[config.mk]
export PLATFORM = sky130hd
export DESIGN_NAME = iep_device_flat
export DESIGN_NICKNAME = d
export VERILOG_FILES = /design/src/iep_pkg.sv /design/src/iep_if.sv /design/src/iep_device.sv /design/src/flat_wrapper.sv
export VERILOG_INCLUDE_DIRS = /design/src /design/src/src
export SDC_FILE = /design/constraint.sdc
export NUM_CORES = 1
export LEC_CHECK = 0
export ABC_AREA = 1
export BUFFER_PORTS_ARGS = -buffer_cell sky130_fd_sc_hd__buf_2
export CORE_UTILIZATION = 37
export CTS_CLUSTER_DIAMETER = 80
export CTS_CLUSTER_SIZE = 20
export DETAILED_ROUTE_END_ITERATION = 8
export GPL_TIMING_DRIVEN = 0
export MAX_ROUTING_LAYER = met4
export PLACE_DENSITY = 0.57
export SLEW_MARGIN = 20
export SYNTH_ARGS = -nofsm -noshare
export SYNTH_HDL_FRONTEND = slang
export SYNTH_SLANG_ARGS = --single-unit
[constraint.sdc]
create_clock -name I_MCLK -period 9.43 [get_ports I_MCLK]
set_input_delay 0.4715 -clock I_MCLK [delete_from_list [all_inputs] [get_ports I_MCLK]]
set_output_delay 0.4715 -clock I_MCLK [all_outputs]
set_load 0.02 [all_outputs]
[src/iep_map.svh]
// Register offsets, field positions, reset values and codes for the interrupt enable block
`ifndef IEP_MAP_SVH
`define IEP_MAP_SVH

// Special-function register addresses seen by the core
`define IEP_OFS_EN_LOW 12'h03A
`define IEP_OFS_EN_HIGH 12'h03B
`define IEP_OFS_EN_EXT 12'h03C
`define IEP_OFS_EN_TOP 12'h03D
`define IEP_OFS_LAT_LOW 12'hFE0
`define IEP_OFS_LAT_HIGH 12'hFE1
`define IEP_OFS_LAT_EXT 12'hFE2
`define IEP_OFS_LAT_TOP 12'hFE3
`define IEP_OFS_LVL_A 12'hFF0
`define IEP_OFS_LVL_B 12'hFF1
`define IEP_OFS_LVL_C 12'hFF2

// Reset values
`define IEP_RST_BYTE 8'h00
`define IEP_RST_SRC 22'h000000
`define IEP_RST_LVL 2'h0

// Source numbering
`define IEP_SRC_FIRST 4
`define IEP_SRC_LAST 25
`define IEP_LVL_LAST 15
`define IEP_GIE_BIT 0
`define IEP_WDT_BIT 3

// Identities reported for the non-maskable sources (values arbitrary)
`define IEP_ID_WDT 5'h03
`define IEP_ID_UNDEF 5'h02
`define IEP_ID_SW 5'h01
`define IEP_ID_NONE 5'h00

// Controller registers on the AXI4-Lite side (byte addresses)
`define IEP_AXI_CMD 8'h00
`define IEP_AXI_STAT 8'h04
`define IEP_AXI_RESP_OK 2'h0
`define IEP_AXI_RESP_ERR 2'h2

// Command word fields
`define IEP_CMD_ADDR_HI 11
`define IEP_CMD_DATA_LO 12
`define IEP_CMD_DATA_HI 19
`define IEP_CMD_WR 20
`define IEP_CMD_RD 21
`define IEP_CMD_ACK 22
`define IEP_CMD_RET 23

// Status word fields
`define IEP_ST_REQ 8
`define IEP_ST_SRC_LO 9
`define IEP_ST_SRC_HI 13
`define IEP_ST_NMI 14
`define IEP_ST_GIE 15
`define IEP_ST_REFUSED 16
`define IEP_ST_BUSY 17

// Depth of the saved enable stack
`define IEP_STACK_DEPTH 8
`define IEP_SP_W 3

`endif

[src/iep_pkg.sv]
// Types shared by both ends of the interrupt enable block
package iep_pkg;
   typedef logic [1:0] iep_level_t;
   typedef logic [4:0] iep_src_t;
   typedef enum logic [1:0] {IEP_IDLE, IEP_READ, IEP_CAPTURE} iep_state_e;
endpackage

[src/iep_if.sv]
// Special-function register and accept link between the core side and the enable block
`timescale 1ns/1ps
`default_nettype none
interface iep_if;
   logic [11:0] sfr_addr;   // Register address
   logic [7:0] sfr_wdata;   // Write data
   logic sfr_we;            // One-cycle write strobe
   logic sfr_re;            // One-cycle read strobe
   logic [7:0] sfr_rdata;   // Read data, valid the cycle after sfr_re
   logic req_valid;         // An interrupt is offered to the core
   logic [4:0] req_src;     // Number of the offered source
   logic req_nmi;           // Offered source is non-maskable
   logic accept;            // Core takes the offered interrupt
   logic gie;               // Present global enable
   logic ret;               // Return from handler
   logic ret_gie;           // Global enable value to restore
   modport dev (input sfr_addr, sfr_wdata, sfr_we, sfr_re, accept, ret, ret_gie,
                output sfr_rdata, req_valid, req_src, req_nmi, gie);
   modport ctl (output sfr_addr, sfr_wdata, sfr_we, sfr_re, accept, ret, ret_gie,
                input sfr_rdata, req_valid, req_src, req_nmi, gie);
endinterface
`default_nettype wire

[src/iep_device.sv]
// Interrupt enable, request latch and priority-level logic of the core
`include "iep_map.svh"
`timescale 1ns/1ps
`default_nettype none
module iep_device
   import iep_pkg::*;
(
   input wire logic I_MCLK,
   input wire logic I_RST_B,
   input wire logic [25:4] I_SRC_REQ,
   input wire logic I_NMI_SW,
   input wire logic I_NMI_UNDEF,
   input wire logic I_NMI_WDT,
   output logic O_GIE,
   iep_if.dev bus
);

   // Stored state
   logic gie_r;                          // Global enable
   logic gie_nxt;
   logic [25:4] en_r;                    // Per-source enables
   logic [25:4] en_nxt;
   logic [25:4] lat_r;                   // Request latches
   logic [25:4] lat_nxt;
   iep_level_t lvl_r [4:15];             // Level fields of sources 4 to 15
   logic [7:0] rdata_r;                  // Registered read data
   logic req_valid_r;                    // Offered request, registered
   iep_src_t req_src_r;
   logic req_nmi_r;

   // Write decode
   wire wr_en_low = bus.sfr_we && (bus.sfr_addr == `IEP_OFS_EN_LOW);
   wire wr_en_high = bus.sfr_we && (bus.sfr_addr == `IEP_OFS_EN_HIGH);
   wire wr_en_ext = bus.sfr_we && (bus.sfr_addr == `IEP_OFS_EN_EXT);
   wire wr_en_top = bus.sfr_we && (bus.sfr_addr == `IEP_OFS_EN_TOP);
   wire wr_lat_low = bus.sfr_we && (bus.sfr_addr == `IEP_OFS_LAT_LOW);
   wire wr_lat_high = bus.sfr_we && (bus.sfr_addr == `IEP_OFS_LAT_HIGH);
   wire wr_lat_ext = bus.sfr_we && (bus.sfr_addr == `IEP_OFS_LAT_EXT);
   wire wr_lat_top = bus.sfr_we && (bus.sfr_addr == `IEP_OFS_LAT_TOP);
   wire wr_lvl_a = bus.sfr_we && (bus.sfr_addr == `IEP_OFS_LVL_A);
   wire wr_lvl_b = bus.sfr_we && (bus.sfr_addr == `IEP_OFS_LVL_B);
   wire wr_lvl_c = bus.sfr_we && (bus.sfr_addr == `IEP_OFS_LVL_C);

   // Accept of a maskable source clears its own latch
   wire acc_mask = bus.accept && req_valid_r && !req_nmi_r;

   // Candidates: latched and individually enabled
   wire [25:4] cand = lat_r & en_r;
   // Any non-maskable request bypasses every enable bit
   wire nmi_any = I_NMI_SW || I_NMI_UNDEF || I_NMI_WDT;

   // Latch clear mask: a written 0 clears, a written 1 leaves the latch alone
   logic [25:4] clr_mask;
   always_comb begin
      clr_mask = `IEP_RST_SRC;
      if (wr_lat_low) begin
         clr_mask[7:4] = ~bus.sfr_wdata[7:4];
      end
      if (wr_lat_high) begin
         clr_mask[15:8] = ~bus.sfr_wdata;
      end
      if (wr_lat_ext) begin
         clr_mask[23:16] = ~bus.sfr_wdata;
      end
      if (wr_lat_top) begin
         clr_mask[25:24] = ~bus.sfr_wdata[1:0];
      end
      if (acc_mask) begin
         clr_mask[req_src_r] = 1'b1;
      end
   end

   // New requests win over a clear in the same cycle, so no event is lost
   assign lat_nxt = (lat_r & ~clr_mask) | I_SRC_REQ;

   // Enable next value; bits beyond source 25 are not stored at all
   always_comb begin
      en_nxt = en_r;
      if (wr_en_low) begin
         en_nxt[7:4] = bus.sfr_wdata[7:4];
      end
      if (wr_en_high) begin
         en_nxt[15:8] = bus.sfr_wdata;
      end
      if (wr_en_ext) begin
         en_nxt[23:16] = bus.sfr_wdata;
      end
      if (wr_en_top) begin
         en_nxt[25:24] = bus.sfr_wdata[1:0];
      end
   end

   // Global enable: accept beats return, return beats a register write
   always_comb begin
      gie_nxt = gie_r;
      if (bus.accept && req_valid_r) begin
         gie_nxt = 1'b0;
      end else if (bus.ret) begin
         gie_nxt = bus.ret_gie;
      end else if (wr_en_low) begin
         gie_nxt = bus.sfr_wdata[`IEP_GIE_BIT];
      end
   end

   // Level of any source; sources above 15 have no field here and sit at 0
   function automatic iep_level_t level_of(input int src);
      level_of = `IEP_RST_LVL;
      if (src <= `IEP_LVL_LAST) begin
         level_of = lvl_r[src];
      end
   endfunction

   // Arbitration among candidates: larger level wins, on a tie the lower
   // source number (higher fixed priority) wins. The scan runs downward and
   // replaces on equal level so that the lowest number is kept at the end.
   logic win_any;
   iep_src_t win_src;
   iep_level_t win_lvl;
   always_comb begin
      win_any = 1'b0;
      win_src = `IEP_ID_NONE;
      win_lvl = `IEP_RST_LVL;
      for (int s = `IEP_SRC_LAST; s >= `IEP_SRC_FIRST; s--) begin
         if (cand[s] && (!win_any || level_of(s) >= win_lvl)) begin
            win_any = 1'b1;
            win_src = iep_src_t'(s);
            win_lvl = level_of(s);
         end
      end
   end

   // Offered request: non-maskable first, maskable only with global enable
   wire offer_valid = nmi_any || (gie_r && win_any);
   wire [4:0] nmi_src = I_NMI_WDT ? `IEP_ID_WDT :
                        I_NMI_UNDEF ? `IEP_ID_UNDEF : `IEP_ID_SW;
   wire [4:0] offer_src = nmi_any ? nmi_src : win_src;

   // Packed views of the level fields; the highest source sits on bits 7:6
   wire [7:0] lvl_a_rd = {lvl_r[7], lvl_r[6], lvl_r[5], lvl_r[4]};
   wire [7:0] lvl_b_rd = {lvl_r[11], lvl_r[10], lvl_r[9], lvl_r[8]};
   wire [7:0] lvl_c_rd = {lvl_r[15], lvl_r[14], lvl_r[13], lvl_r[12]};

   // Read multiplexer; unused and unmapped bits return zero
   logic [7:0] rd_mux;
   always_comb begin
      case (bus.sfr_addr)
         `IEP_OFS_EN_LOW: rd_mux = {en_r[7:4], 3'h0, gie_r};
         `IEP_OFS_EN_HIGH: rd_mux = en_r[15:8];
         `IEP_OFS_EN_EXT: rd_mux = en_r[23:16];
         `IEP_OFS_EN_TOP: rd_mux = {6'h00, en_r[25:24]};
         `IEP_OFS_LAT_LOW: rd_mux = {lat_r[7:4], I_NMI_WDT, 3'h0};
         `IEP_OFS_LAT_HIGH: rd_mux = lat_r[15:8];
         `IEP_OFS_LAT_EXT: rd_mux = lat_r[23:16];
         `IEP_OFS_LAT_TOP: rd_mux = {6'h00, lat_r[25:24]};
         `IEP_OFS_LVL_A: rd_mux = lvl_a_rd;
         `IEP_OFS_LVL_B: rd_mux = lvl_b_rd;
         `IEP_OFS_LVL_C: rd_mux = lvl_c_rd;
         default: rd_mux = `IEP_RST_BYTE;
      endcase
   end

   // Enables, global enable and latches
   always_ff @(posedge I_MCLK or negedge I_RST_B) begin
      if (!I_RST_B) begin
         gie_r <= 1'b0;
         en_r <= `IEP_RST_SRC;
         lat_r <= `IEP_RST_SRC;
      end else begin
         gie_r <= gie_nxt;
         en_r <= en_nxt;
         lat_r <= lat_nxt;
      end
   end

   // Level fields: each 2-bit field holds its level number as written
   always_ff @(posedge I_MCLK or negedge I_RST_B) begin
      if (!I_RST_B) begin
         for (int s = `IEP_SRC_FIRST; s <= `IEP_LVL_LAST; s++) begin
            lvl_r[s] <= `IEP_RST_LVL;
         end
      end else begin
         for (int k = 0; k < 4; k++) begin
            if (wr_lvl_a) begin
               lvl_r[4 + k] <= bus.sfr_wdata[2 * k +: 2];
            end
            if (wr_lvl_b) begin
               lvl_r[8 + k] <= bus.sfr_wdata[2 * k +: 2];
            end
            if (wr_lvl_c) begin
               lvl_r[12 + k] <= bus.sfr_wdata[2 * k +: 2];
            end
         end
      end
   end

   // Read data and the offered request, all from flip-flops
   always_ff @(posedge I_MCLK or negedge I_RST_B) begin
      if (!I_RST_B) begin
         rdata_r <= `IEP_RST_BYTE;
         req_valid_r <= 1'b0;
         req_src_r <= `IEP_ID_NONE;
         req_nmi_r <= 1'b0;
      end else begin
         if (bus.sfr_re) begin
            rdata_r <= rd_mux;
         end
         req_valid_r <= offer_valid;
         req_src_r <= offer_src;
         req_nmi_r <= nmi_any;
      end
   end

   // The offer lags state by one cycle; the core must not accept twice in a row
   assign bus.sfr_rdata = rdata_r;
   assign bus.req_valid = req_valid_r;
   assign bus.req_src = req_src_r;
   assign bus.req_nmi = req_nmi_r;
   assign bus.gie = gie_r;
   assign O_GIE = gie_r;

endmodule
`default_nettype wire

[src/flat_wrapper.sv]
// flat-port wrapper written by rule: the top's interface ports become plain ports
module iep_device_flat import iep_pkg::*;
  (I_MCLK, I_RST_B, I_SRC_REQ, I_NMI_SW, I_NMI_UNDEF, I_NMI_WDT, O_GIE, bus_sfr_addr, bus_sfr_wdata, bus_sfr_we, bus_sfr_re, bus_accept, bus_ret, bus_ret_gie, bus_sfr_rdata, bus_req_valid, bus_req_src, bus_req_nmi, bus_gie);
  iep_if bus_i ();
  input wire logic I_MCLK;
  input wire logic I_RST_B;
  input wire logic [25:4] I_SRC_REQ;
  input wire logic I_NMI_SW;
  input wire logic I_NMI_UNDEF;
  input wire logic I_NMI_WDT;
  output logic O_GIE;
  input wire logic [$bits(bus_i.sfr_addr)-1:0] bus_sfr_addr;
  input wire logic [$bits(bus_i.sfr_wdata)-1:0] bus_sfr_wdata;
  input wire logic [$bits(bus_i.sfr_we)-1:0] bus_sfr_we;
  input wire logic [$bits(bus_i.sfr_re)-1:0] bus_sfr_re;
  input wire logic [$bits(bus_i.accept)-1:0] bus_accept;
  input wire logic [$bits(bus_i.ret)-1:0] bus_ret;
  input wire logic [$bits(bus_i.ret_gie)-1:0] bus_ret_gie;
  output wire logic [$bits(bus_i.sfr_rdata)-1:0] bus_sfr_rdata;
  output wire logic [$bits(bus_i.req_valid)-1:0] bus_req_valid;
  output wire logic [$bits(bus_i.req_src)-1:0] bus_req_src;
  output wire logic [$bits(bus_i.req_nmi)-1:0] bus_req_nmi;
  output wire logic [$bits(bus_i.gie)-1:0] bus_gie;
  assign bus_i.sfr_addr = bus_sfr_addr;
  assign bus_i.sfr_wdata = bus_sfr_wdata;
  assign bus_i.sfr_we = bus_sfr_we;
  assign bus_i.sfr_re = bus_sfr_re;
  assign bus_i.accept = bus_accept;
  assign bus_i.ret = bus_ret;
  assign bus_i.ret_gie = bus_ret_gie;
  assign bus_sfr_rdata = bus_i.sfr_rdata;
  assign bus_req_valid = bus_i.req_valid;
  assign bus_req_src = bus_i.req_src;
  assign bus_req_nmi = bus_i.req_nmi;
  assign bus_gie = bus_i.gie;
  iep_device u_core (.I_MCLK(I_MCLK), .I_RST_B(I_RST_B), .I_SRC_REQ(I_SRC_REQ), .I_NMI_SW(I_NMI_SW), .I_NMI_UNDEF(I_NMI_UNDEF), .I_NMI_WDT(I_NMI_WDT), .O_GIE(O_GIE), .bus(bus_i));
endmodule
==> results.txt, run 1 <==
The total half-perimeter wirelength after legalization and detailed placement was 14200 um; the maximum buffer depth of the clock tree was 2. At the end of routability-driven placement, the weighted congestion stood at 0.946. The top-area cell type share of the netlist area works out to 0.396. The maximum cell stage delay along the critical path came out at 0.41 ns. Dividing the detail-routed via count by the number of cells gives 5.28. The highest achievable clock rate was 100 MHz; the share of the synthesized area in compound gates (AO/OA/AOI/OAI) was 0.182. The combinational family with the most area after synthesis is simple AND/OR/NAND/NOR gates.

The run gives 413 as the iteration-0 DRC count of the detailed router. Total power for the finished layout comes to 0.764 mW. Adder-cell share of the synthesized area: 0.0401. The XOR/XNOR share of the synthesized area was 0.

The largest area contributor in the synthesized netlist was sky130_fd_sc_hd__dfrtp_1. The synthesized design contains 84 register bits. TritonCTS built the clock tree. The multiplexer fraction of the synthesized cell area was 0.0149. The tools report the register area share after synthesis as 0.396.

The first-pass GRT wire length is 29600 um. The number of nets in the synthesized netlist is 775. Sorting the synthesized cells by area gives the leading types as sky130_fd_sc_hd__dfrtp_1 (40%), sky130_fd_sc_hd__nand2_1 (9.9%), sky130_fd_sc_hd__inv_1 (8.4%), sky130_fd_sc_hd__o21ai_0 (7.6%), sky130_fd_sc_hd__ha_1 (4.0%). The final reports fail on setup timing. The die covers 0.0148 mm2. At the placement stage, the worst setup path has a slack of -1.62 ns. The die is 122 um wide. In this run the worst path has a maximum fanout of 4. After detailed routing, the average wire length per cell comes to 18.7 um. The number of vias in the routed layout is 5411. Relative max-transition margin: 0.410. The final count of negative-setup-slack endpoints was 5. The final critical path time including I/O delays and setup is 9.96 ns, and the post-CTS clock slew at the launch and capture registers of the worst setup and hold paths is 0.07 ns. The signed area change from the synthesized netlist to the final layout was 31.2%; the die height was 122 um.

The class of the most critical setup path was flop to flop. The net count of the finished layout is 909. The clock arrives with 0.00675 ns of skew. The kind of start point of the critical path is a flop. The total overflow left after global routing is 0.

The flow ran to the end, but the final reports show violations. In this run the mean area of a mapped cell was 7.52 um2. The number of buffers added on ports came out at 67. The tools report the clock tree root driver cell as sky130_fd_sc_hd__clkbuf_16. The tools report the required time of the critical path as 9.67 ns. The logs give 0.279 for the overall routing resource usage and 0.34 ns for the clock latency reported for the late side of the worst-skew pair. The async set-reset flop share out of synthesis was 1.00. The slowest stage of the critical path is the sky130_fd_sc_hd__dfrtp_1 cell. For the pin with the worst max-slew slack, the measured transition is 0.878 ns. The run gives 706 as the instance count of the mapped netlist. The via count of the first global-routing pass came out at 5568. Initial cell density of the core: 0.381.

VDD sags by at most 0.0981 mV. For this run, the leading register cell type out of synthesis is sky130_fd_sc_hd__dfrtp_1. For the CTS buffer count, the log shows 9. Setup repair after global routing could not meet its margin everywhere. The worst hold path belongs to the class primary input to asynchronous set/reset pin. The logs give 10.20 ns for the endpoint arrival time on the critical path and 41 for the number of distinct library cell variants in the gate-level netlist after synthesis. The first TritonRoute pass finished after 7 iterations. Among the stages of the critical path, the cell type that occurs most often is sky130_fd_sc_hd__nand2_2. The share of the cycle needed by the critical path after routing is 1.06, and the post-synthesis share of cell area spent on and, or, nand and nor gates is 0.274.

The number of buffers and inverters on the critical path is 15. The count of nets left with antenna violations once routing finished came out at 0. The logs give 0 for the Yosys warning count and 3 for the level count of the clock H-tree. The kind of cell with the highest combined delay along the critical path is simple AND/OR/NAND/NOR gates.

The power per cell area is 110 mW/mm2. In this run the core area contains 43 standard-cell rows. The tools report the largest net degree at the start of global routing as 56. The number of design rule violations left after detail routing is 0, and the final instance area is 0.00696 mm2.

The final total negative setup slack is -2.22 ns, and the share of final-layout standard cells stronger than drive strength 1 is 0.317. Max-cap violation count: 0. The region available for standard cell placement spans 0.0139 mm2. For this design, the sink count on the clock tree is 84.

The worst setup margin was -0.532 ns; the reported leakage power was 3.38 nW. The synthesized design contains 0 enable-type register cells. The final layout contains routed wiring with a total length of 19100 um. 69 I/O pins were placed. The final hold violation count came out at 0. The run gives 0 as the number of pins exceeding their max-slew limit in the final report. The summed instance area of the synthesized netlist came out at 0.00531 mm2. Once placement finished, the instance area stood at 0.00593 mm2. The number of antenna violations at the first check in global routing was 0.

The repair_antennas step left the layout with diodes totalling 0. The worst setup path is captured at a flop.
[Yosys cell counts, types with 5 or more instances]
master and count:
sky130_fd_sc_hd__nand4_1 6, sky130_fd_sc_hd__clkbuf_1 9, sky130_fd_sc_hd__inv_1 119, sky130_fd_sc_hd__a41oi_1 5, sky130_fd_sc_hd__nand3_2 9, sky130_fd_sc_hd__ha_1 17, sky130_fd_sc_hd__or2_2 11, sky130_fd_sc_hd__nand2_1 140
sky130_fd_sc_hd__a221oi_1 6, sky130_fd_sc_hd__nand2_4 6, sky130_fd_sc_hd__mux2_2 7, sky130_fd_sc_hd__a21oi_1 29, sky130_fd_sc_hd__o21ai_0 81, sky130_fd_sc_hd__nand3_1 40, sky130_fd_sc_hd__dfrtp_1 84, sky130_fd_sc_hd__nand2_2 18
sky130_fd_sc_hd__o21ai_1 5, sky130_fd_sc_hd__nor2_1 41, sky130_fd_sc_hd__o21bai_1 8, sky130_fd_sc_hd__o22ai_1 17, sky130_fd_sc_hd__nor3_1 17
[what timing repair did]
item,4_1_cts,5_1_grt
pin swaps,65,56
gates cloned,0,0
hold buffers,0,0
buffers inserted,46,11
endpoints found under the setup margin,5,5
resized for setup,62,23
[flip-flops by register name, indices dropped and copies added (netlist names)]
register              count
u_core.lvl_c_rd           8
u_core.bus.req_src        5
u_core.O_GIE              1
u_core.bus.sfr_rdata      8
u_core.bus.req_nmi        1
u_core.lvl_a_rd           8
u_core.en_r              22
u_core.lat_r             22
u_core.lvl_b_rd           8
u_core.bus.req_valid      1
[placed cells by master (no fill, tap or decap), types with 6 or more instances in the layout]
| cell | count |
|---|---|
| sky130_fd_sc_hd__a21oi_1 | 25 |
| sky130_fd_sc_hd__a221oi_1 | 6 |
| sky130_fd_sc_hd__buf_2 | 66 |
| sky130_fd_sc_hd__buf_4 | 55 |
| sky130_fd_sc_hd__clkbuf_1 | 10 |
| sky130_fd_sc_hd__clkbuf_16 | 9 |
| sky130_fd_sc_hd__dfrtp_1 | 83 |
| sky130_fd_sc_hd__ha_1 | 9 |
| sky130_fd_sc_hd__ha_4 | 8 |
| sky130_fd_sc_hd__inv_1 | 114 |
| sky130_fd_sc_hd__inv_2 | 7 |
| sky130_fd_sc_hd__mux2_2 | 7 |
| sky130_fd_sc_hd__nand2_1 | 123 |
| sky130_fd_sc_hd__nand2_2 | 30 |
| sky130_fd_sc_hd__nand2_4 | 11 |
| sky130_fd_sc_hd__nand3_1 | 33 |
| sky130_fd_sc_hd__nand3_2 | 16 |
| sky130_fd_sc_hd__nand4_1 | 6 |
| sky130_fd_sc_hd__nor2_1 | 36 |
| sky130_fd_sc_hd__nor3_1 | 15 |
| sky130_fd_sc_hd__o21ai_0 | 70 |
| sky130_fd_sc_hd__o21ai_2 | 11 |
| sky130_fd_sc_hd__o21bai_1 | 8 |
| sky130_fd_sc_hd__o22ai_1 | 17 |
| sky130_fd_sc_hd__or2_2 | 11 |
[stage by stage]
step,hold slack [ns],cells,utilization
5_1_grt,0.0932,1025,0.500
2_1_floorplan,0.176,706,-
4_1_cts,0.0737,1016,0.486
3_5_place_dp,0.441,954,0.425
3_3_place_gp,0.472,953,0.423
6_report,0.0604,1025,0.500
[cell families after synthesis]
| group | Yosys count |
|---|---|
| AND/OR/NAND/NOR | 302 |
| AO/OA/AOI/OAI | 165 |
| buffers and inverters | 131 |
| flip-flops | 84 |
| adder cells (fa/ha/maj) | 17 |
| multiplexers | 7 |
[report_power, final]
group | internal, mW | switching (mW)
combinational | 0.0210 | 0.0398
clock | 0.181 | 0.158
sequential | 0.363 | 0.00275
[worst reg2reg max path: cells and delay by family (launching register included)]
kind                     cells  cell delay [ns]
AO/OA/AOI/OAI               20             1.96
adder cells (fa/ha/maj)     10             2.62
buffers and inverters       15             1.46
flip-flops                   1             0.41
AND/OR/NAND/NOR             34             3.42
[worst paths after layout]
kind,start,endpoint,slack (ns),cells after the start
max,u_core.lat_r[15],u_core.bus.req_src[4],-0.53,79
min,I_RST_B,u_core.bus.req_src[0],0.06,1
max reg2reg,u_core.lat_r[15],u_core.bus.req_src[4],-0.53,79
min reg2reg,u_core.lvl_b_rd[2],u_core.lvl_b_rd[2],0.49,2
max in group asynchronous,I_RST_B,u_core.en_r[21],8.71,2
min in group I_MCLK,I_SRC_REQ[20],u_core.lat_r[20],0.31,3
[routing by layer]
metal / up-vias / global-route usage / part of all wire
met5: - / - / 0
met3: 63 / 0.0398 / 0.052
li1: 2618 / - / -
met4: 0 / 0.170 / 0.056
met1: 2554 / 0.333 / 0.42
met2: 176 / 0.445 / 0.47
[cell type report]
type	instances	area [um2]
Tap cell	180	225
Fill cell	1382	6970
Inverter	121	454
Multi-Input combinational cell	491	3070
Timing Repair Buffer	123	786
Buffer	10	41.3
Clock inverter	6	48.8
Clock buffer	10	229
Sequential cell	84	2100
Note: power is estimated with default switching activity, not from simulation.
==> inputs of run 2 (changes only) <==
Settings changed: GPL_TIMING_DRIVEN 0 to default.
==> results.txt, run 2 (synthesis results as in run 1) <==
The maximum buffer depth of the clock tree was 2 (unchanged). The power per cell area works out to 108 mW/mm2 (-1.3%). For the iteration-0 DRC count of the detailed router, the log shows 475 (+15%). Highest achievable clock rate: 102 MHz (+1.7%).

The clock tree root driver cell is sky130_fd_sc_hd__clkbuf_16. The placer congestion estimate was 1.05 (+11%); the final critical path time including I/O delays and setup was 9.79 ns (-0.170 ns). The run gives 0.35 ns (about the same) as the clock latency reported for the late side of the worst-skew pair. The logs give 69 (unchanged) for the number of I/O pins and -0.742 ns (+0.874 ns) for the pre-CTS setup slack. The die height is 122 um (unchanged), and the reported leakage power is 3.53 nW (+4.4%). The die extent in x is 122 um (unchanged), and the top fanout value on the critical path is 4 (unchanged).

The fraction of met2 tracks used by global routing was 0.447 (+0.00177); the total half-perimeter wirelength after legalization and detailed placement was 14700 um (+3.8%). The global routing met1 resource utilization is 0.339 (+0.00562). The largest net degree at the start of global routing is 62 (+11%). Setup repair after global routing could not meet its margin everywhere. The library cell used most frequently in the layout, excluding fill and tap cells, is sky130_fd_sc_hd__nand2_1.

The sum of overflow across all layers after global routing is 0 (unchanged). The worst setup margin was -0.361 ns (+0.170 ns); the signed area change from the synthesized netlist to the final layout was 35.0%. The run gives 5645 (+1.4%) as the via count of the first global-routing pass.

The worst ir drop on vdd is 0.0746 mV (-24%). The number of pins exceeding their max-slew limit in the final report is 0 (unchanged), and the post-CTS clock slew at the launch and capture registers of the worst setup and hold paths is 0.07 ns (about the same). The run gives 0.277 (-0.00194) as the overall routing resource usage. The layer flagged by global routing as most heavily used is met2. The element type at the critical path end is a flop.

The endpoint arrival time on the critical path was 10.08 ns (-0.12 ns); the count of hold buffers inserted by post-cts repair was 0 (unchanged). In the final layout, the registers with the most flip-flops are u_core.en_r (22), u_core.lat_r (22). For the area of the core, the log shows 0.0139 mm2 (unchanged). The logs give 0.0403 (+0.000468) for the met3 track utilization from global routing and 1011 (+6.0%) for the number of placed instances with taps included. The number of cells in the finished layout apart from fillers was 1056 (+3.0%). The final hold violation count is 0 (unchanged). The most numerous cell type found on the critical path is sky130_fd_sc_hd__nand2_2.

The total number of placement rows is 43 (unchanged), and the share of the cycle needed by the critical path after routing is 1.04 (-0.0181). The logs give 0 (unchanged) for the number of antenna violations at the first check in global routing and 0.00717 mm2 (+2.9%) for the final instance area. TritonCTS built the clock tree. The run gives 0.0148 mm2 (unchanged) as the die outline area. The tools report the required time of the critical path as 9.72 ns (+0.05 ns).

The logs give 0 (unchanged) for the count of nets left with antenna violations after detail routing and 3 (unchanged) for the level count of the clock H-tree. The flow ran to the end, but the final reports show violations. The top cell types in the final layout, fill and taps aside, are sky130_fd_sc_hd__nand2_1 (122), sky130_fd_sc_hd__inv_1 (114), sky130_fd_sc_hd__buf_4 (94), sky130_fd_sc_hd__dfrtp_1 (84), sky130_fd_sc_hd__o21ai_0 (70). The average wire length per cell after detail routing came out at 17.9 um (-4.1%). The run gives 9 (unchanged) as the CTS buffer count. The tools report the total placed instance area as 0.00637 mm2 (+7.5%). Number of buffers added on ports: 68 (+1.5%). The checks that failed: setup timing. The cell with the biggest individual delay on the critical path was sky130_fd_sc_hd__dfrtp_1. The worst hold slack across all endpoints was 0.0124 ns (-0.0480 ns); the total length of routed wires was 18900 um (-1.2%). The maximum cell stage delay along the critical path works out to 0.39 ns (-0.02 ns).

The run gives 5 (-2) as the count of TritonRoute iterations in the first routing pass. The worst hold path belongs to the class primary input to asynchronous set/reset pin. The run gives 29600 um (about the same) as the first-pass GRT wire length.

Max-cap violation count: 0 (unchanged). The slew of the pin with the lowest slew margin was 1.01 ns (+0.129 ns). The clock tree skew after final layout is 0.0116 ns (+0.00481 ns), and the share of final-layout standard cells stronger than drive strength 1 is 0.348 (+0.0310). The final core area utilization came out at 0.514 (+0.0147).

The number of vias in the routed layout is 5583 (+3.2%). Detail-routed via count per cell: 5.29 (+0.15%). The clock sink count is 84 (unchanged).

STA classifies the critical path startpoint as a flop. The run gives 5 (unchanged) as the final count of negative-setup-slack endpoints. The number of antenna cells inserted is 0 (unchanged), and the number of design rule violations left after detail routing is 0 (unchanged). Total number of nets in the final design: 940 (+3.4%).

The total power is 0.777 mW (+1.6%). The class of the most critical setup path was flop to flop. Relative max-transition margin: 0.326 (-0.0842). The logs give -1.33 ns (+0.891 ns) for the final total negative setup slack and 0.381 (unchanged) for the initial cell density of the core.
[run 2: cell types whose count changed in the layout (fill, tap and decap cells not counted), sizes merged]
cell      change
buf          +40
clkbuf        -9
clkinvlp      -2
inv           +2
[run 2: timing repair]
action                                 4_1_cts  5_1_grt
buffers inserted                            22        7
setup endpoints to repair                    5        5
pin swaps                                   49       38
gates resized for setup                     49       24
cloned                                       0        0
endpoints found under the hold margin        0        0
[run 2: area by class of cell]
cell class	count	area, um2
fill	1326	6770
multi-input combinational	491	3020
sequential	84	2100
inverter	121	454
clock buffer	10	239
timing repair buffer	164	1070
clock inverter	6	53.8
tap	180	225
[run 2: where the power goes]
group / internal, mW / switching (mW) / total [mW]
Clock: 0.190 / 0.160 / 0.350
Sequential: 0.363 / 0.00267 / 0.365
Combinational: 0.0217 / 0.0395 / 0.0612
Total: 0.575 / 0.202 / 0.777
[run 2: final timing paths]
check | start | end | slack (ns) | depth (start not counted)
max in group asynchronous | I_RST_B | u_core.lvl_c_rd[3] | 8.28 | 2
min in group I_MCLK | I_SRC_REQ[7] | u_core.lat_r[7] | 0.30 | 2
min | I_RST_B | u_core.bus.req_src[1] | 0.01 | 1
max reg2reg | u_core.lat_r[15] | u_core.bus.req_src[4] | -0.36 | 82
min reg2reg | u_core.lvl_b_rd[0] | u_core.lvl_b_rd[0] | 0.49 | 2
max | u_core.lat_r[15] | u_core.bus.req_src[4] | -0.36 | 82
[run 2: critical path, delay by kind of cell, from the launching register on]
| kind | cells | cell delay, ns |
|---|---|---|
| DFF | 1 | 0.39 |
| and+or+nand+nor | 45 | 4.18 |
| buffers and inverters | 7 | 0.59 |
| AOI/OAI and AO/OA | 19 | 1.74 |
| adders and majority gates | 11 | 2.83 |
[run 2: per-layer routing]
layer | vias to the layer above | wire, um
li1 | 2684 | -
met1 | 2649 | 7910
met2 | 198 | 9110
met3 | 52 | 1080
met4 | 0 | 799
met5 | - | 0
